===== src/design/fmr_pkg.sv =====
`default_nettype none
package fmr_pkg;
  localparam int unsigned AXI_AW    = 8;
  localparam logic [7:0] OFF_CTRL     = 8'h00;
  localparam logic [7:0] OFF_SENS     = 8'h04;
  localparam logic [7:0] OFF_WDLOAD   = 8'h08;
  localparam logic [7:0] OFF_WDKICK   = 8'h0C;
  localparam logic [7:0] OFF_RSTCAUSE = 8'h10;
  localparam logic [7:0] OFF_EXCCAUSE = 8'h14;
  localparam logic [7:0] OFF_HVSTAT   = 8'h18;
  localparam logic [7:0] OFF_ACTION   = 8'h1C;
  localparam logic [7:0] OFF_SPLIM0   = 8'h20;
  localparam logic [7:0] OFF_SPLIM1   = 8'h24;
  localparam logic [7:0] OFF_SPLIM2   = 8'h28;
  localparam int unsigned N_MODE    = 3;
  localparam int unsigned CTRL_DBLRD = 0;
  localparam int unsigned CTRL_WDEN  = 1;
  localparam logic [1:0]  CTRL_RST   = 2'h0;
  localparam logic [31:0] WDLOAD_RST = 32'h0000_FFFF;
  localparam logic [15:0] ACTION_RST = 16'hFFFF;
  localparam int unsigned EXC_SENS  = 0;
  localparam int unsigned EXC_ECC   = 1;
  localparam int unsigned EXC_STK0  = 2;
  localparam int unsigned EXC_W     = 5;
  localparam int unsigned HV_BUSY   = 0;
  localparam int unsigned HV_DONE   = 1;
  localparam int unsigned HV_FAIL   = 2;
  localparam logic [2:0] CAUSE_POR    = 3'h1;
  localparam logic [2:0] CAUSE_SENS   = 3'h2;
  localparam logic [2:0] CAUSE_FAULT  = 3'h3;
  localparam logic [2:0] CAUSE_PARITY = 3'h4;
  localparam logic [2:0] CAUSE_WDOG   = 3'h5;
  localparam int unsigned FI_N      = 6;
  localparam int unsigned SP_W      = 16;
  localparam int unsigned RAM_DW    = 32;
  localparam int unsigned RAM_PW    = 4;
  localparam logic [1:0] RESP_OKAY   = 2'h0;
  localparam logic [1:0] RESP_SLVERR = 2'h2;

  typedef struct packed {
    logic [SP_W-1:0] hi;
    logic [SP_W-1:0] lo;
  } fmr_lim_t;
  localparam fmr_lim_t LIM_RST = '{hi: 16'hFFFF, lo: 16'h0000};

  typedef enum logic [1:0] {WS_IDLE = 2'b01, WS_RESP = 2'b10} fmr_wst_t;

  // even parity, one bit per byte
  function automatic logic [RAM_PW-1:0] par(input logic [RAM_DW-1:0] d);
    logic [RAM_PW-1:0] p;
    for (int i = 0; i < RAM_PW; i++) p[i] = ^d[i*8 +: 8];
    return p;
  endfunction

  function automatic logic [15:0] lfsr_taps(input int unsigned aw);
    case (aw)
      8:       return 16'h00B8;
      10:      return 16'h0240;
      12:      return 16'h0E08;
      default: return 16'h0000;
    endcase
  endfunction

  function automatic logic is_mapped(input logic [7:0] a);
    return (a[1:0] == 2'h0) && (a <= OFF_SPLIM2);
  endfunction
endpackage
`default_nettype wire


===== src/design/fmr_top.sv =====
// Overview of operation
// - An out-of-range monitor either forces a security reset or raises an exception.
// - With inverse EEPROM correction enabled, a detected read error raises an exception.
// - RAM words carry per-byte parity that is checked on every read.
// - A scrubber checks all RAM in random order only while software leaves RAM idle.
// - Parity errors from reads or from the scrubber force a security reset.
// - Reset returns every piece of state except rst_cause to its defined value; of the two resets only por_n loads rst_cause.
// - After a reset software can read what caused it.
// - Each raised exception leaves a readable reason bit.
// - Software cannot switch any sensor off; such writes do nothing.
// - User, system and super system modes each own a stack pointer and limit check.
// - The active stack pointer leaving its range raises an exception.
// - Write-voltage checks land in a readable status register and raise nothing.
// - Software turns the EEPROM double-read function on or off.
// - The watchdog stays off until software enables and configures it.
// - Fault detection on key units forces a security reset.
//
// Decided for this implementation: register access over AXI4-Lite and the register offsets.
`default_nettype none
module fmr_top #(
  parameter int unsigned N_SENS = 8,
  parameter int unsigned WD_W   = 32,
  parameter int unsigned RAM_AW = 8
) (
  input  wire logic                          aclk,
  input  wire logic                          aresetn,
  input  wire logic                          por_n,
  input  wire logic                          ce,
  input  wire logic [7:0]                    s_axi_awaddr,
  input  wire logic                          s_axi_awvalid,
  output logic                               s_axi_awready,
  input  wire logic [31:0]                   s_axi_wdata,
  input  wire logic [3:0]                    s_axi_wstrb,
  input  wire logic                          s_axi_wvalid,
  output logic                               s_axi_wready,
  output logic      [1:0]                    s_axi_bresp,
  output logic                               s_axi_bvalid,
  input  wire logic                          s_axi_bready,
  input  wire logic [7:0]                    s_axi_araddr,
  input  wire logic                          s_axi_arvalid,
  output logic                               s_axi_arready,
  output logic      [31:0]                   s_axi_rdata,
  output logic      [1:0]                    s_axi_rresp,
  output logic                               s_axi_rvalid,
  input  wire logic                          s_axi_rready,
  input  wire logic [N_SENS-1:0]             sens_oor,
  input  wire logic [fmr_pkg::FI_N-1:0]      fi_err,
  input  wire logic                          inv_ecc_en,
  input  wire logic                          ecc_err,
  input  wire logic [1:0]                    cpu_mode,
  input  wire logic                          sp_ld,
  input  wire logic [fmr_pkg::SP_W-1:0]      sp_in,
  input  wire logic                          ram_rd_valid,
  input  wire logic [fmr_pkg::RAM_DW-1:0]    ram_rd_data,
  input  wire logic [fmr_pkg::RAM_PW-1:0]    ram_rd_par,
  input  wire logic                          cpu_ram_busy,
  input  wire logic                          cpu_wr_en,
  input  wire logic [RAM_AW-1:0]             cpu_wr_addr,
  input  wire logic [fmr_pkg::RAM_DW-1:0]    cpu_wr_data,
  output logic                               ram_we,
  output logic      [RAM_AW-1:0]             ram_waddr,
  output logic      [fmr_pkg::RAM_DW-1:0]    ram_wdata,
  output logic      [fmr_pkg::RAM_PW-1:0]    ram_wpar,
  output logic                               scrub_req,
  output logic      [RAM_AW-1:0]             scrub_addr,
  input  wire logic                          scrub_rvalid,
  input  wire logic [fmr_pkg::RAM_DW-1:0]    scrub_rdata,
  input  wire logic [fmr_pkg::RAM_PW-1:0]    scrub_rpar,
  input  wire logic                          ee_wr_seq,
  input  wire logic                          hv_low,
  output logic                               ee_dbl_rd_en,
  output logic                               sec_rst,
  output logic      [2:0]                    rst_cause,
  output logic                               exc_req,
  output logic      [fmr_pkg::EXC_W-1:0]     exc_cause,
  output logic      [fmr_pkg::SP_W-1:0]      sp_cur
);
  if (N_SENS < 1 || N_SENS > 16 || WD_W < 1 || WD_W > 32) begin : g_chk
    $error("fmr_top: N_SENS must be 1..16 and WD_W 1..32");
  end

  localparam int unsigned EW = fmr_pkg::EXC_W;

  fmr_pkg::fmr_wst_t wst_r;
  logic              aw_got_r, w_got_r;
  logic [7:0]        awaddr_r;
  logic [31:0]       wdata_r;
  logic [3:0]        wstrb_r;
  logic [1:0]        ctrl_r;
  logic [WD_W-1:0]   wd_load_r, wd_cnt_r;
  logic [N_SENS-1:0] action_r;
  logic [EW-1:0]     exc_r;
  logic [2:0]        hv_r;
  logic              seq_d_r;
  fmr_pkg::fmr_lim_t lim_r [fmr_pkg::N_MODE];
  logic [fmr_pkg::SP_W-1:0] sp_v [fmr_pkg::N_MODE];
  logic [fmr_pkg::N_MODE-1:0] stk_viol;
  logic              scrub_err;

  // bus handshakes and decode
  wire aw_take = s_axi_awvalid && s_axi_awready;
  wire w_take  = s_axi_wvalid && s_axi_wready;
  wire ar_take = s_axi_arvalid && s_axi_arready;
  wire aw_nxt  = aw_got_r || aw_take;
  wire w_nxt   = w_got_r || w_take;
  wire wr_fire = (wst_r == fmr_pkg::WS_IDLE) && aw_got_r && w_got_r;
  wire b_done  = s_axi_bvalid && s_axi_bready;
  wire [31:0] wmask = {{8{wstrb_r[3]}}, {8{wstrb_r[2]}}, {8{wstrb_r[1]}}, {8{wstrb_r[0]}}};
  wire [31:0] wbits = wdata_r & wmask;

  function automatic logic sel(input logic [7:0] off);
    return wr_fire && (awaddr_r == off);
  endfunction

  function automatic logic [31:0] merge(input logic [31:0] old);
    return (old & ~wmask) | wbits;
  endfunction

  wire wr_ctrl   = sel(fmr_pkg::OFF_CTRL);
  wire wr_wdload = sel(fmr_pkg::OFF_WDLOAD);
  wire wr_kick   = sel(fmr_pkg::OFF_WDKICK);
  wire wr_exc    = sel(fmr_pkg::OFF_EXCCAUSE);
  wire wr_action = sel(fmr_pkg::OFF_ACTION);
  wire [31:0] ctrl_m = merge({30'h0000_0000, ctrl_r});
  wire [31:0] wdload_m = merge(32'(wd_load_r));
  wire [31:0] action_m = merge(32'(action_r));

  // event sources
  wire sens_rst = |(sens_oor & action_r);
  wire sens_exc = |(sens_oor & ~action_r);
  wire fi_any   = |fi_err;
  wire rd_perr  = ram_rd_valid && (fmr_pkg::par(ram_rd_data) != ram_rd_par);
  wire par_any  = rd_perr || scrub_err;
  wire wd_exp   = ctrl_r[fmr_pkg::CTRL_WDEN] && (wd_cnt_r == '0) && !wr_kick;
  wire rst_any  = sens_rst || fi_any || par_any || wd_exp;
  wire [2:0] cause_nxt = par_any  ? fmr_pkg::CAUSE_PARITY :
                         fi_any   ? fmr_pkg::CAUSE_FAULT  :
                         sens_rst ? fmr_pkg::CAUSE_SENS   : fmr_pkg::CAUSE_WDOG;
  wire [EW-1:0] exc_set = {stk_viol, inv_ecc_en && ecc_err, sens_exc};
  wire [EW-1:0] exc_clr = wr_exc ? wbits[EW-1:0] : '0;
  wire [EW-1:0] exc_nxt = exc_set | (exc_r & ~exc_clr);

  function automatic logic [31:0] rd_mux(input logic [7:0] a);
    case (a)
      fmr_pkg::OFF_CTRL:     return {30'h0000_0000, ctrl_r};
      fmr_pkg::OFF_SENS:     return 32'({N_SENS{1'b1}});
      fmr_pkg::OFF_WDLOAD:   return 32'(wd_load_r);
      fmr_pkg::OFF_WDKICK:   return 32'(wd_cnt_r);
      fmr_pkg::OFF_RSTCAUSE: return {29'h0000_0000, rst_cause};
      fmr_pkg::OFF_EXCCAUSE: return 32'(exc_r);
      fmr_pkg::OFF_HVSTAT:   return {29'h0000_0000, hv_r};
      fmr_pkg::OFF_ACTION:   return 32'(action_r);
      fmr_pkg::OFF_SPLIM0:   return lim_r[0];
      fmr_pkg::OFF_SPLIM1:   return lim_r[1];
      fmr_pkg::OFF_SPLIM2:   return lim_r[2];
      default:               return 32'h0000_0000;
    endcase
  endfunction

  // axi write channel
  always_ff @(posedge aclk) begin
    if (!aresetn) begin
      wst_r         <= fmr_pkg::WS_IDLE;
      aw_got_r      <= 1'b0;
      w_got_r       <= 1'b0;
      awaddr_r      <= 8'h00;
      wdata_r       <= 32'h0000_0000;
      wstrb_r       <= 4'h0;
      s_axi_awready <= 1'b0;
      s_axi_wready  <= 1'b0;
      s_axi_bvalid  <= 1'b0;
      s_axi_bresp   <= fmr_pkg::RESP_OKAY;
    end else if (ce) begin
      if (aw_take) awaddr_r <= s_axi_awaddr;
      if (w_take) begin
        wdata_r <= s_axi_wdata;
        wstrb_r <= s_axi_wstrb;
      end
      case (wst_r)
        fmr_pkg::WS_IDLE: begin
          aw_got_r      <= aw_nxt;
          w_got_r       <= w_nxt;
          s_axi_awready <= !aw_nxt;
          s_axi_wready  <= !w_nxt;
          if (wr_fire) begin
            wst_r         <= fmr_pkg::WS_RESP;
            s_axi_awready <= 1'b0;
            s_axi_wready  <= 1'b0;
            s_axi_bvalid  <= 1'b1;
            s_axi_bresp   <= fmr_pkg::is_mapped(awaddr_r) ? fmr_pkg::RESP_OKAY
                                                          : fmr_pkg::RESP_SLVERR;
          end
        end
        fmr_pkg::WS_RESP: begin
          if (b_done) begin
            wst_r         <= fmr_pkg::WS_IDLE;
            aw_got_r      <= 1'b0;
            w_got_r       <= 1'b0;
            s_axi_bvalid  <= 1'b0;
            s_axi_awready <= 1'b1;
            s_axi_wready  <= 1'b1;
          end
        end
        default: wst_r <= fmr_pkg::WS_IDLE;
      endcase
    end
  end

  // axi read channel
  always_ff @(posedge aclk) begin
    if (!aresetn) begin
      s_axi_arready <= 1'b0;
      s_axi_rvalid  <= 1'b0;
      s_axi_rdata   <= 32'h0000_0000;
      s_axi_rresp   <= fmr_pkg::RESP_OKAY;
    end else if (ce) begin
      if (ar_take) begin
        s_axi_arready <= 1'b0;
        s_axi_rvalid  <= 1'b1;
        s_axi_rdata   <= rd_mux(s_axi_araddr);
        s_axi_rresp   <= fmr_pkg::is_mapped(s_axi_araddr) ? fmr_pkg::RESP_OKAY
                                                          : fmr_pkg::RESP_SLVERR;
      end else if (s_axi_rvalid && s_axi_rready) begin
        s_axi_rvalid  <= 1'b0;
        s_axi_arready <= 1'b1;
      end else if (!s_axi_rvalid) begin
        s_axi_arready <= 1'b1;
      end
    end
  end

  // configuration registers
  always_ff @(posedge aclk) begin
    if (!aresetn) begin
      ctrl_r    <= fmr_pkg::CTRL_RST;
      wd_load_r <= fmr_pkg::WDLOAD_RST[WD_W-1:0];
      action_r  <= fmr_pkg::ACTION_RST[N_SENS-1:0];
      lim_r     <= '{default: fmr_pkg::LIM_RST};
    end else if (ce) begin
      if (wr_ctrl) ctrl_r[fmr_pkg::CTRL_DBLRD] <= ctrl_m[fmr_pkg::CTRL_DBLRD];
      if (wr_ctrl && ctrl_m[fmr_pkg::CTRL_WDEN]) ctrl_r[fmr_pkg::CTRL_WDEN] <= 1'b1;
      if (wr_wdload) wd_load_r <= wdload_m[WD_W-1:0];
      if (wr_action) action_r <= action_m[N_SENS-1:0];
      for (int k = 0; k < fmr_pkg::N_MODE; k++) begin
        if (sel(8'(fmr_pkg::OFF_SPLIM0 + 4 * k))) lim_r[k] <= merge(lim_r[k]);
      end
    end
  end

  // supervision state
  always_ff @(posedge aclk) begin
    if (!aresetn) begin
      wd_cnt_r     <= fmr_pkg::WDLOAD_RST[WD_W-1:0];
      exc_r        <= '0;
      exc_req      <= 1'b0;
      exc_cause    <= '0;
      hv_r         <= 3'h0;
      seq_d_r      <= 1'b0;
      sec_rst      <= 1'b0;
      ee_dbl_rd_en <= 1'b0;
      sp_cur       <= '0;
      ram_we       <= 1'b0;
      ram_waddr    <= '0;
      ram_wdata    <= '0;
      ram_wpar     <= '0;
    end else if (ce) begin
      if (!ctrl_r[fmr_pkg::CTRL_WDEN] || wr_kick || wd_cnt_r == '0) wd_cnt_r <= wd_load_r;
      else wd_cnt_r <= wd_cnt_r - 1'b1;
      exc_r     <= exc_nxt;
      exc_cause <= exc_nxt;
      exc_req   <= |exc_nxt;
      seq_d_r <= ee_wr_seq;
      if (ee_wr_seq && !seq_d_r) hv_r <= {hv_low, 1'b0, 1'b1};
      else if (ee_wr_seq) hv_r[fmr_pkg::HV_FAIL] <= hv_r[fmr_pkg::HV_FAIL] | hv_low;
      else if (seq_d_r) hv_r[fmr_pkg::HV_DONE +: 2] <= {hv_r[fmr_pkg::HV_FAIL], 1'b1};
      if (!ee_wr_seq) hv_r[fmr_pkg::HV_BUSY] <= 1'b0;
      sec_rst      <= rst_any;
      ee_dbl_rd_en <= ctrl_r[fmr_pkg::CTRL_DBLRD];
      sp_cur       <= (cpu_mode < 2'(fmr_pkg::N_MODE)) ? sp_v[cpu_mode] : '0;
      ram_we    <= cpu_wr_en;
      ram_waddr <= cpu_wr_addr;
      ram_wdata <= cpu_wr_data;
      ram_wpar  <= fmr_pkg::par(cpu_wr_data);
    end
  end

  always_ff @(posedge aclk) begin
    if (!por_n) rst_cause <= fmr_pkg::CAUSE_POR;
    else if (ce && rst_any) rst_cause <= cause_nxt;
  end

  for (genvar k = 0; k < fmr_pkg::N_MODE; k++) begin : g_stk
    fmr_stack u_stk (
      .aclk    (aclk),
      .aresetn (aresetn),
      .ce      (ce),
      .act     (cpu_mode == 2'(k)),
      .sp_ld   (sp_ld),
      .sp_in   (sp_in),
      .lim     (lim_r[k]),
      .sp_r    (sp_v[k]),
      .viol_r  (stk_viol[k])
    );
  end

  fmr_scrub #(.AW(RAM_AW)) u_scrub (
    .aclk     (aclk),
    .aresetn  (aresetn),
    .ce       (ce),
    .cpu_busy (cpu_ram_busy),
    .rvalid   (scrub_rvalid),
    .rdata    (scrub_rdata),
    .rpar     (scrub_rpar),
    .req_r    (scrub_req),
    .addr_r   (scrub_addr),
    .err_r    (scrub_err)
  );
endmodule
`default_nettype wire


===== src/design/fmr_stack.sv =====
`default_nettype none
module fmr_stack (
  input  wire logic                       aclk,
  input  wire logic                       aresetn,
  input  wire logic                       ce,
  input  wire logic                       act,
  input  wire logic                       sp_ld,
  input  wire logic [fmr_pkg::SP_W-1:0]   sp_in,
  input  wire fmr_pkg::fmr_lim_t          lim,
  output logic      [fmr_pkg::SP_W-1:0]   sp_r,
  output logic                            viol_r
);
  wire [fmr_pkg::SP_W-1:0] sp_nxt = (act && sp_ld) ? sp_in : sp_r;
  wire                     out_rng = (sp_nxt < lim.lo) || (sp_nxt > lim.hi);

  always_ff @(posedge aclk) begin
    if (!aresetn) begin
      sp_r   <= '0;
      viol_r <= 1'b0;
    end else if (ce) begin
      sp_r   <= sp_nxt;
      viol_r <= act && out_rng;
    end
  end
endmodule
`default_nettype wire


===== src/design/fmr_scrub.sv =====
`default_nettype none
module fmr_scrub #(
  parameter int unsigned AW = 8
) (
  input  wire logic                         aclk,
  input  wire logic                         aresetn,
  input  wire logic                         ce,
  input  wire logic                         cpu_busy,
  input  wire logic                         rvalid,
  input  wire logic [fmr_pkg::RAM_DW-1:0]   rdata,
  input  wire logic [fmr_pkg::RAM_PW-1:0]   rpar,
  output logic                              req_r,
  output logic      [AW-1:0]                addr_r,
  output logic                              err_r
);
  localparam logic [15:0]   T16  = fmr_pkg::lfsr_taps(AW);
  localparam logic [AW-1:0] TAPS = T16[AW-1:0];
  localparam logic [AW-1:0] SEED = {{(AW-1){1'b0}}, 1'b1};

  if (T16 == 16'h0000) begin : g_chk
    $error("fmr_scrub: AW must be 8, 10 or 12");
  end

  logic [AW-1:0] lfsr_r;
  logic          zero_done_r;

  wire [AW-1:0] lfsr_nxt  = {1'b0, lfsr_r[AW-1:1]} ^ (lfsr_r[0] ? TAPS : '0);
  wire          issue     = !cpu_busy;
  wire          zero_turn = (lfsr_r == SEED) && !zero_done_r;
  wire          bad       = rvalid && (fmr_pkg::par(rdata) != rpar);

  always_ff @(posedge aclk) begin
    if (!aresetn) begin
      lfsr_r      <= SEED;
      zero_done_r <= 1'b0;
      req_r       <= 1'b0;
      addr_r      <= '0;
      err_r       <= 1'b0;
    end else if (ce) begin
      req_r <= issue;
      if (issue) begin
        addr_r      <= zero_turn ? '0 : lfsr_r;
        lfsr_r      <= zero_turn ? lfsr_r : lfsr_nxt;
        zero_done_r <= zero_turn;
      end
      err_r <= bad;
    end
  end
endmodule
`default_nettype wire


===== config.mk =====
export PLATFORM = sky130hd
export DESIGN_NAME = fmr_top
export DESIGN_NICKNAME = d
export VERILOG_FILES = /design/src/design/fmr_pkg.sv /design/src/design/fmr_top.sv /design/src/design/fmr_stack.sv /design/src/design/fmr_scrub.sv
export SDC_FILE = /design/constraint.sdc
export NUM_CORES = 1
export LEC_CHECK = 0
export ABC_AREA = 1
export ABC_CLOCK_PERIOD_IN_PS = 2400
export BUFFER_PORTS_ARGS = -buffer_cell sky130_fd_sc_hd__buf_2
export CAP_MARGIN = 20
export CORE_MARGIN = 2
export CORE_UTILIZATION = 42
export CTS_BUF_LIST = sky130_fd_sc_hd__clkbuf_2
export DETAILED_ROUTE_END_ITERATION = 10
export GPL_ROUTABILITY_DRIVEN = 0
export SYNTH_ARGS = -nofsm -noshare
export SYNTH_HDL_FRONTEND = slang
export SYNTH_SLANG_ARGS = --single-unit

===== constraint.sdc =====
create_clock -name aclk -period 2.4 [get_ports aclk]
set_input_delay 0.48 -clock aclk [delete_from_list [all_inputs] [get_ports aclk]]
set_output_delay 0.48 -clock aclk [all_outputs]
set_load 0.02 [all_outputs]

==> flow_summary.json, run 1 <==
{
  "peakVddDrop_v": 0.0004219,
  "dr.pass1.iters": 6,
  "design_area_um2": 27130,
  "post_cts_buffers": 0,
  "pre_cts_slack_ns": -0.2524,
  "rsz0062_at_grt": "no",
  "ys_ff_latch": 403,
  "grt_usage_pct": 32.24,
  "setup_slack_ns": 0.001580,
  "post-route-util_pct": 55.77,
  "die_h_um": 225.2,
  "worst_path_max_delay_cell": "dlygate4sd3_1",
  "async_flop_share_pct": 0,
  "period_share_pct": 99.93,
  "fillers": 4558,
  "root_buffer": "clkbuf_2",
  "hold_viol": 0,
  "grt_overflow": 0,
  "cp-start-kind": "register",
  "core_area_um2": 48650,
  "clkTransAtPathRegs_ns": 0.15,
  "hp-class": "input port to register",
  "syn_avg_cell_area_um2": 7.177,
  "wl_um": 83780,
  "clk_latency_ns": 1.18,
  "slew_violations": 0,
  "final_common_cell": "nand2_1",
  "slew_headroom_pct": 45.99,
  "tightestPinTransition_ns": 0.8040,
  "synth_edf_count": 0,
  "start_util_pct": 42.25,
  "vias": 23310,
  "drc": 0,
  "synth_area_um2": 20550,
  "outcome": "finished, final reports clean",
  "required_ns": 3.45,
  "place_area_um2": 23560,
  "antenna_found_initial": 7,
  "cpPeakStageDelay_ns": 0.59,
  "fin_crit_ns": 2.398,
  "maxCapViolCount": 0,
  "crit_fanout": 16,
  "drt_first_iter_violations": 1995,
  "ys.flop_type": "dfxtp_1",
  "path_class": "register to register",
  "vias_per_cell": 5.475,
  "finalClockSkew_ns": 0.1200,
  "critical_path.endpoint_type": "register",
  "die_w_um": 225.2,
  "cp_top_family": "buffers and inverters",
  "grt_pass1_wl_um": 126400,
  "io_buffers": 333,
  "path_cells": "nand3_2 > o21ai_0 > dlygate4sd3_1 > a21oi_1 > dlygate4sd3_1",
  "synthCells": 2864,
  "cts_max_path_buffers": 3,
  "ys.warnings.count": 0,
  "tritoncts": "built",
  "rows": 81,
  "critPathBufInv": 2,
  "postRouteAntennaNets": 0,
  "cts_made_buffers": 108,
  "p_leak_nw": 13.32,
  "worst_ep_arrival_time_ns": 3.45,
  "layout_common_cells": "nand2_1, dfxtp_1, inv_1, o21ai_0, buf_2",
  "wl_per_cell_um": 19.68,
  "area_delta_synth_final_pct": 31.99,
  "grt_max_degree": 128,
  "ys_types": 49,
  "h-tree-depth": 3,
  "final_net_count": 3861,
  "cp_common_cell": "dlygate4sd3_1",
  "grt_pass1_vias": 22560,
  "seq_area_frac_synth_pct": 39.25,
  "power_density_nw_per_um2": 532.7,
  "hpwl_um": 57930,
  "dieArea_um2": 50730,
  "clock_sinks": 403,
  "io_pins": 336,
  "setup_viol": 0,
  "drive_gt1_share_pct": 18.02,
  "fmax_mhz": 416.9
}
-- path summary, 6_finish.rpt --
| path | slack (ns) | from | to | cells after the start |
|---|---|---|---|---|
| hold / removal | 0.08 | sp_in[14] | g_stk[2].u_stk.sp_r[14]$_SDFFE_PN0P_ | 5 |
| hold reg to reg | 0.46 | u_scrub.zero_done_r$_SDFFE_PN0P_ | u_scrub.zero_done_r$_SDFFE_PN0P_ | 2 |
| setup reg to reg | 0.002 | s_axi_awready$_SDFFE_PN0P_ | awaddr_r[7]$_SDFFE_PN0P_ | 5 |
| setup / recovery | 0.002 | s_axi_awready$_SDFFE_PN0P_ | awaddr_r[7]$_SDFFE_PN0P_ | 5 |
-- synth_stat cells (32+ instances only) --
cell type | number | area [µm²]
nor2_1 | 239 | 897.1
nand3_1 | 98 | 490.5
o211ai_1 | 84 | 630.6
xor2_1 | 46 | 402.9
ha_1 | 97 | 1214
inv_1 | 392 | 1471
clkbuf_1 | 122 | 457.9
xnor2_1 | 46 | 402.9
o22ai_1 | 51 | 319.1
nand2_1 | 439 | 1648
dfxtp_1 | 403 | 8068
a21oi_1 | 303 | 1516
nor3_1 | 32 | 160.2
o21ai_0 | 364 | 1822
-- power breakdown --
group	internal, mW	switching, mW	total [mW]
combinational	1.07	1.46	2.54
sequential	6.91	0.163	7.07
clock	1.73	3.11	4.84
total	9.71	4.74	14.5
-- metrics by stage --
stage / hold WS [ns] / std cells / total power [mW] / TNS [ns]
5_1_grt: 0.1114 / 4257 / 15.14 / 0
2_1_floorplan: 0.4236 / 2865 / 8.462 / 0
4_1_cts: 0.006402 / 4253 / 14.36 / 0
3_3_place_gp: 0.4329 / 3806 / 9.244 / -0.6480
3_5_place_dp: 0.4368 / 3806 / 9.286 / -0.9880
6_report: 0.08184 / 4258 / 14.45 / 0
-- cell families (layout without fill, tap and decap cells) --
family / after synthesis / count (layout) / synth area share, %
other: 1 / 8 / 0.01824
AND/OR/NAND/NOR: 847 / 847 / 16.88
XOR/XNOR: 92 / 92 / 3.920
buffers and inverters: 542 / 1307 / 10.03
AO/OA/AOI/OAI: 882 / 882 / 24.00
adder cells (fa/ha/maj): 97 / 97 / 5.905
flip-flops: 403 / 403 / 39.25
-- routing by layer --
| metal | vias up | wire (µm) | GRT usage [%] |
|---|---|---|---|
| met4 | 2 | 4969 | 18.67 |
| met2 | 1275 | 39400 | 54.77 |
| met1 | 10710 | 32200 | 37.81 |
| li1 | 11020 | - | - |
| met5 | - | 18 | 0 |
| met3 | 315 | 7191 | 6.428 |
-- cell type report --
type / instances / area, µm² / share of cell area, %
Multi-Input combinational cell: 1920 / 10490 / 38.67
Sequential cell: 403 / 8071 / 29.75
Timing Repair Buffer: 720 / 5346 / 19.71
Inverter: 397 / 1498 / 5.520
Tap cell: 622 / 778.2 / 2.869
Clock buffer: 150 / 750.7 / 2.767
Clock inverter: 40 / 180.2 / 0.6641
Antenna cell: 6 / 15.01 / 0.05534
-- tightest hold or removal path, cell delays in order --
cell	delay (ns)
buf_2	0.10
inv_1	0.12
o21ai_0	0.21
o21ai_0	0.19
inv_1	0.04
-- repair_timing --
action,CTS,global route
pin swaps,0,3
gates resized for setup,2,14
setup endpoints to repair,1,32
hold buffers,257,0
hold endpoints to repair,227,0
(Power assumes the default switching activity.)
==> run 2, diff against run 1 <==
--- a/config.mk
+++ b/config.mk
@@ -16,4 +16,5 @@
 export GPL_ROUTABILITY_DRIVEN = 0
 export SYNTH_ARGS = -nofsm -noshare
 export SYNTH_HDL_FRONTEND = slang
+export SYNTH_HIERARCHICAL = 1
 export SYNTH_SLANG_ARGS = --single-unit
==> flow_summary.json, run 2 <==
{
  "worst-r2r-cell-count": 10,
  "globalRouteMet2Util_pct": 52.04,
  "cts_max_path_buffers": 3,
  "syn_avg_cell_area_um2": 7.038,
  "outcome": "finished, final reports clean",
  "ys.flop_type": "dfxtp_1",
  "ys_ff_latch": 403,
  "drt_first_iter_violations": 1752,
  "period_share_pct": 96.35,
  "reg2reg_slack_ns": 0.10,
  "rows": 82,
  "clk_latency_ns": 1.14,
  "hold_depth": 7,
  "core_area_um2": 49860,
  "wl_per_cell_um": 18.07,
  "synth_mux_area_share_pct": 0,
  "root_buffer": "clkbuf_2",
  "setup_slack_ns": 0.08753,
  "min_to": "rst_cause[1]$_SDFFE_PN0P_",
  "final_net_count": 4046,
  "clock_sinks": 403,
  "synthCells": 2992,
  "slew_violations": 0,
  "tritoncts": "built",
  "antenna_found_initial": 2,
  "post_cts_buffers": 0,
  "grt_usage_pct": 30.53,
  "synth_top_area_cell": "dfxtp_1",
  "area_delta_synth_final_pct": 34.55,
  "vias": 23650,
  "ys.warnings.count": 6,
  "final_common_cell": "nand2_1",
  "io_pins": 336,
  "path_class": "input port to register",
  "fin_crit_ns": 2.312,
  "power_density_nw_per_um2": 530.1,
  "synth_edf_count": 0,
  "worst_ep_arrival_time_ns": 3.31,
  "finalPower_mw": 15.02,
  "grt_max_degree": 94,
  "dieArea_um2": 51940,
  "synth_compound_area_share_pct": 22.60,
  "combPwrFrac_pct": 17.4,
  "place_area_um2": 24600,
  "cts_made_buffers": 108,
  "fillers": 4747,
  "slew_headroom_pct": 28.98,
  "netlist_top_cells_count": "nand2_1, inv_1, dfxtp_1, a21oi_1, o21ai_0",
  "setup_viol": 0,
  "drive_gt1_share_pct": 18.89,
  "required_ns": 3.40,
  "peakVddDrop_v": 0.0004357,
  "synth_area_um2": 21060,
  "cp-start-kind": "input port",
  "start_util_pct": 42.23,
  "vias_per_cell": 5.260,
  "switching_share_pct": 31.59,
  "yosys.area_share.adder_pct": 5.704,
  "hold_viol": 0,
  "hold_slack_ns": 0.1237,
  "top_usage_layer": "met2",
  "seqPwrFrac_pct": 47.1,
  "synth-simple-area-share_pct": 18.84,
  "clkTransAtPathRegs_ns": 0.10,
  "ys_types": 48,
  "multi_input_area_um2": 10710,
  "grt_overflow": 0,
  "die_w_um": 227.9,
  "regToRegStartpoint": "awaddr_r[0]$_SDFFE_PN0P_",
  "grt_util_met3_pct": 6.087,
  "synth_top_family_by_area": "compound AO/OA/AOI/OAI gates",
  "design_area_um2": 28330,
  "grt_pass1_wl_um": 126100,
  "synth.top_cell.area_share_pct": 38.31,
  "p_clk_share_pct": 35.5,
  "worstHoldStart": "sens_oor[2]",
  "layout_common_cells": "nand2_1, inv_1, dfxtp_1, a21oi_1, buf_2",
  "drc": 0,
  "r2r-end": "exc_req$_SDFFE_PN0P_",
  "postRouteAntennaNets": 0,
  "async_flop_share_pct": 0,
  "seq_area_frac_synth_pct": 38.31,
  "yosysMostFrequentCell": "nand2_1",
  "dp.cells": 4035,
  "wl_um": 81260,
  "die_h_um": 227.9,
  "grt_pass1_vias": 23390,
  "maxCapViolCount": 0,
  "crit_fanout": 72,
  "io_buffers": 333,
  "finalClockSkew_ns": 0.1008,
  "switchingPower_mw": 4.744,
  "critical_path.endpoint_type": "register",
  "intPower_mw": 10.28,
  "synthXorXnorAreaFrac_pct": 3.411,
  "regArea_um2": 8068,
  "hp-class": "input port to register",
  "h-tree-depth": 3,
  "tightestPinTransition_ns": 1.065,
  "final_cells": 4497,
  "p_leak_nw": 14.25,
  "fmax_mhz": 432.4,
  "fin_setup_tns_ns": 0,
  "hpwl_um": 59500,
  "use_met1_pct": 37.36,
  "dr.pass1.iters": 6,
  "netlist_top_cells_area": "dfxtp_1, nand2_1, inv_1, a21oi_1, o21ai_0",
  "post-route-util_pct": 56.82,
  "pre_cts_slack_ns": -0.3400
}
run 2: cell types whose count changed in the layout (fill, tap and decap cells not counted), moves of 9 or more:
| cell | delta |
|---|---|
| a22oi_1 | +16 |
| o21ai_2 | +10 |
| o22ai_1 | -17 |
| o21ai_1 | +12 |
| nor2_1 | -9 |
| buf_4 | +36 |
| o21ai_0 | -88 |
| nand2_1 | +63 |
| nand3_1 | +52 |
| a21oi_1 | +32 |
| o211ai_1 | +21 |
| inv_1 | +75 |
| o221ai_1 | -9 |
run 2: worst max-delay path: stages:
cell,delay [ns]
dlygate4sd3_1,0.54
buf_4,0.18
buf_12,0.28
nand3_2,0.13
buf_12,0.23
o21ai_0,0.23
dlygate4sd3_1,0.60
a21oi_1,0.05
dlygate4sd3_1,0.56
run 2: cell families after synthesis:
| kind of cell | Yosys count |
|---|---|
| buffers and inverters | 613 |
| other | 1 |
| xor gates and xnor gates | 82 |
| DFF | 403 |
| adders and majority gates | 96 |
| AOI/OAI and AO/OA | 841 |
| and+or+nand+nor | 956 |
run 2: area by class of cell:
type	count	share of cell area [%]
Antenna cell	2	0.01766
Clock buffer	158	2.791
Clock inverter	39	0.9627
Inverter	475	6.306
Multi-Input combinational cell	1977	37.81
Sequential cell	403	28.48
Tap cell	672	2.968
Timing Repair Buffer	771	20.67
run 2: timing repair:
item	in CTS	in global routing
setup endpoints to repair	0	25
gates resized for setup	0	11
hold buffers	264	0
endpoints found under the hold margin	313	0
run 2: power groups by stage:
stage | combinational, mW | sequential, mW | clock (mW)
6_report | 2.62 | 7.07 | 5.33
5_1_grt | 2.89 | 7.10 | 5.79
2_1_floorplan | 1.22 | 7.27 | 0
3_3_place_gp | 2.16 | 7.21 | 0
3_5_place_dp | 2.22 | 7.21 | 0
4_1_cts | 2.56 | 7.06 | 5.44
run 2: metal layers:
layer | part of all wire (%) | up-vias
met1 | 41 | 11040
met2 | 47 | 968
li1 | - | 11460
met5 | 0.014 | -
met4 | 3.9 | 2
met3 | 7.6 | 188
run 2: worst max path at each step:
stage	start	end	cells after the start
after floorplan	cpu_mode[0]	g_stk[1].u_stk/viol_r$_SDFFE_PN0P_	15
after global placement	cpu_mode[0]	g_stk[2].u_stk/viol_r$_SDFFE_PN0P_	16
after detailed placement	cpu_mode[0]	g_stk[1].u_stk/viol_r$_SDFFE_PN0P_	18
after CTS	s_axi_rdata[13]$_SDFFE_PN0P_	s_axi_rdata[13]	1
after global routing	wst_r[1]$_SDFFE_PN0P_	register	12
final	ce	wdata_r[3]$_SDFFE_PN0P_	9
==> run 3, diff against run 2 <==
--- a/config.mk
+++ b/config.mk
@@ -5,7 +5,6 @@
 export SDC_FILE = /design/constraint.sdc
 export NUM_CORES = 1
 export LEC_CHECK = 0
-export ABC_AREA = 1
 export ABC_CLOCK_PERIOD_IN_PS = 2400
 export BUFFER_PORTS_ARGS = -buffer_cell sky130_fd_sc_hd__buf_2
 export CAP_MARGIN = 20
@@ -14,6 +13,7 @@
 export CTS_BUF_LIST = sky130_fd_sc_hd__clkbuf_2
 export DETAILED_ROUTE_END_ITERATION = 10
 export GPL_ROUTABILITY_DRIVEN = 0
+export PLACE_DENSITY = 0.72
 export SYNTH_ARGS = -nofsm -noshare
 export SYNTH_HDL_FRONTEND = slang
 export SYNTH_HIERARCHICAL = 1
==> flow_summary.json, run 3 <==
{
  "area_delta_synth_final_pct": 32.69,
  "grt_pass1_wl_um": 121200,
  "cp-start-kind": "register",
  "slew_headroom_pct": 50.31,
  "drt_first_iter_violations": 2722,
  "cpPeakStageDelay_ns": 0.52,
  "rows": 82,
  "die_w_um": 227.8,
  "use_met1_pct": 37.75,
  "intPower_mw": 9.750,
  "tightestPinTransition_ns": 0.7443,
  "h-tree-depth": 3,
  "antenna_found_initial": 5,
  "rsz0062_at_grt": "yes",
  "crit_fanout": 3,
  "hold_slack_ns": 0.1189,
  "path_cells": "or4_4 > or3_4 > or4_4 > or4_4 > a21oi_2 > o21a_1",
  "post-route-util_pct": 56.11,
  "start_util_pct": 42.29,
  "path_class": "register to register",
  "p_leak_nw": 12.78,
  "wl_um": 78470,
  "synthCells": 2524,
  "maxCapViolCount": 0,
  "clkTransAtPathRegs_ns": 0.11,
  "fmax_mhz": 391.1,
  "seqPwrFrac_pct": 50.0,
  "switching_share_pct": 30.28,
  "vias_per_cell": 5.701,
  "io_pins": 336,
  "p_clk_share_pct": 34.4,
  "period_share_pct": 106.5,
  "netlist_top_cells_count": "dfxtp_1, nand2_1, nand3_1, a21oi_1, nor2_1",
  "hold_viol": 0,
  "yosysMostFrequentCell": "dfxtp_1",
  "required_ns": 3.43,
  "ys.flop_type": "dfxtp_1",
  "top_usage_layer": "met2",
  "design_area_um2": 27920,
  "synth.top_cell.area_share_pct": 38.34,
  "seq_area_frac_synth_pct": 38.34,
  "hpwl_um": 56580,
  "cts_made_buffers": 106,
  "fin_crit_ns": 2.557,
  "tritoncts": "built",
  "slew_violations": 0,
  "violations": "setup timing",
  "critical_path.endpoint_type": "register",
  "dieArea_um2": 51910,
  "io_buffers": 333,
  "outcome": "finished, violations left",
  "syn_avg_cell_area_um2": 8.337,
  "globalRouteMet2Util_pct": 46.63,
  "synth_edf_count": 0,
  "grt_pass1_vias": 22140,
  "ys_ff_latch": 403,
  "cp_common_cell": "or4_4",
  "drive_gt1_share_pct": 25.68,
  "grt_util_met3_pct": 6.550,
  "vias": 22570,
  "grt_overflow": 0,
  "final_cells": 3959,
  "root_buffer": "clkbuf_2",
  "grt_max_degree": 72,
  "switchingPower_mw": 4.235,
  "worst_path_max_delay_cell": "or4_4",
  "place_area_um2": 24900,
  "grt_usage_pct": 29.03,
  "final_net_count": 3510,
  "core_area_um2": 49760,
  "wl_per_cell_um": 19.82,
  "peakVddDrop_v": 0.0003711,
  "setup_viol": 7,
  "postRouteAntennaNets": 0,
  "dr.pass1.iters": 6,
  "ys.warnings.count": 6,
  "finalClockSkew_ns": 0.1154,
  "dp.cells": 3577,
  "synth_top_area_cell": "dfxtp_1",
  "setup_slack_ns": -0.1572,
  "worst_ep_arrival_time_ns": 3.59,
  "layout_common_cells": "dfxtp_1, nand2_1, buf_2, nand3_1, a21oi_1",
  "clk_latency_ns": 1.18,
  "die_h_um": 227.8,
  "final_common_cell": "dfxtp_1",
  "clock_sinks": 403,
  "synth_area_um2": 21040,
  "ys_types": 91,
  "combPwrFrac_pct": 15.6,
  "async_flop_share_pct": 0,
  "power_density_nw_per_um2": 500.9,
  "hp-class": "input port to register",
  "drc": 0,
  "netlist_top_cells_area": "dfxtp_1, nand2_1, mux2i_1, ha_1, nand3_1",
  "cts_max_path_buffers": 3
}
-- run 3: changes by cell type after synthesis, moves of 93 or more --
| cell | delta |
|---|---|
| a21oi_1 | -132 |
| inv_1 | -353 |
| mux2i_1 | +124 |
| nand2_1 | -132 |
| o211ai_1 | -93 |
| o21ai_0 | -202 |
-- run 3: area by class of cell --
class,instances,area (µm²)
Clock buffer,154,770.7
Clock inverter,33,161.4
Fill cell,4469,21840
Multi-Input combinational cell,1851,12320
Tap cell,672,840.8
Timing Repair Buffer,724,5299
Inverter,114,432.9
Sequential cell,403,8071
Antenna cell,8,20.02
-- run 3: path summary, 6_finish.rpt --
| kind | cells past startpoint | from | end | slack [ns] |
|---|---|---|---|---|
| hold / removal | 6 | fi_err[3] | sec_rst$_SDFFE_PN0P_ | 0.12 |
| setup / recovery | 6 | wd_cnt_r[9]$_SDFFE_PN1P_ | wd_cnt_r[21]$_SDFFE_PN0P_ | -0.16 |
| hold reg to reg | 1 | s_axi_rdata[9]$_SDFFE_PN0P_ | s_axi_rdata[9]$_SDFFE_PN0P_ | 0.45 |
| setup reg to reg | 6 | wd_cnt_r[9]$_SDFFE_PN1P_ | wd_cnt_r[21]$_SDFFE_PN0P_ | -0.16 |
-- run 3: power by group through the flow --
stage / Combinational, mW / Sequential (mW) / Clock, mW
floorplan: 1.11 / 7.18 / 0
global placement: 1.84 / 7.12 / 0
detailed placement: 1.90 / 7.13 / 0
CTS: 2.13 / 6.98 / 4.91
global route: 2.34 / 7.01 / 5.28
finish: 2.19 / 6.99 / 4.81
-- run 3: metrics by stage --
step | setup WS, ns | setup TNS [ns] | total power, mW
6_report | -0.1572 | -0.3177 | 13.98
5_1_grt | -0.1709 | -0.9300 | 14.62
4_1_cts | -0.09998 | -0.09998 | 14.02
3_5_place_dp | -0.4488 | -7.961 | 9.028
3_3_place_gp | -0.3979 | -4.552 | 8.969
2_1_floorplan | -0.4809 | -1.311 | 8.291
-- run 3: routing by layer --
metal	wire, µm	up-vias
met5	16	-
met4	2791	2
met3	7916	216
met2	35940	1219
met1	31810	10760
li1	-	10370
-- run 3: cell families after synthesis --
group                    after synthesis  share of synthesized area, %
adder cells (fa/ha/maj)               96                         5.708
buffers and inverters                271                         5.018
multiplexers                         174                         8.776
AO/OA/AOI/OAI                        543                         16.98
XOR/XNOR                              87                         4.275
AND/OR/NAND/NOR                      949                         20.88
flip-flops                           403                         38.34
other                                  1                       0.01782
-- run 3: repair_timing --
item                       CTS  global route
setup endpoints to repair   35            51
hold buffers               177             0
cloned                       1             1
hold endpoints to repair   294             0
resized for setup           14            47
pin swaps                    6            12
setup buffers                2             6
-- run 3: worst max-delay path: cells and delay by family, from the launching register on --
family / cells / cell delay, ns
flops: 1 / 0.34
compound gates: 2 / 0.26
simple gates: 4 / 1.81
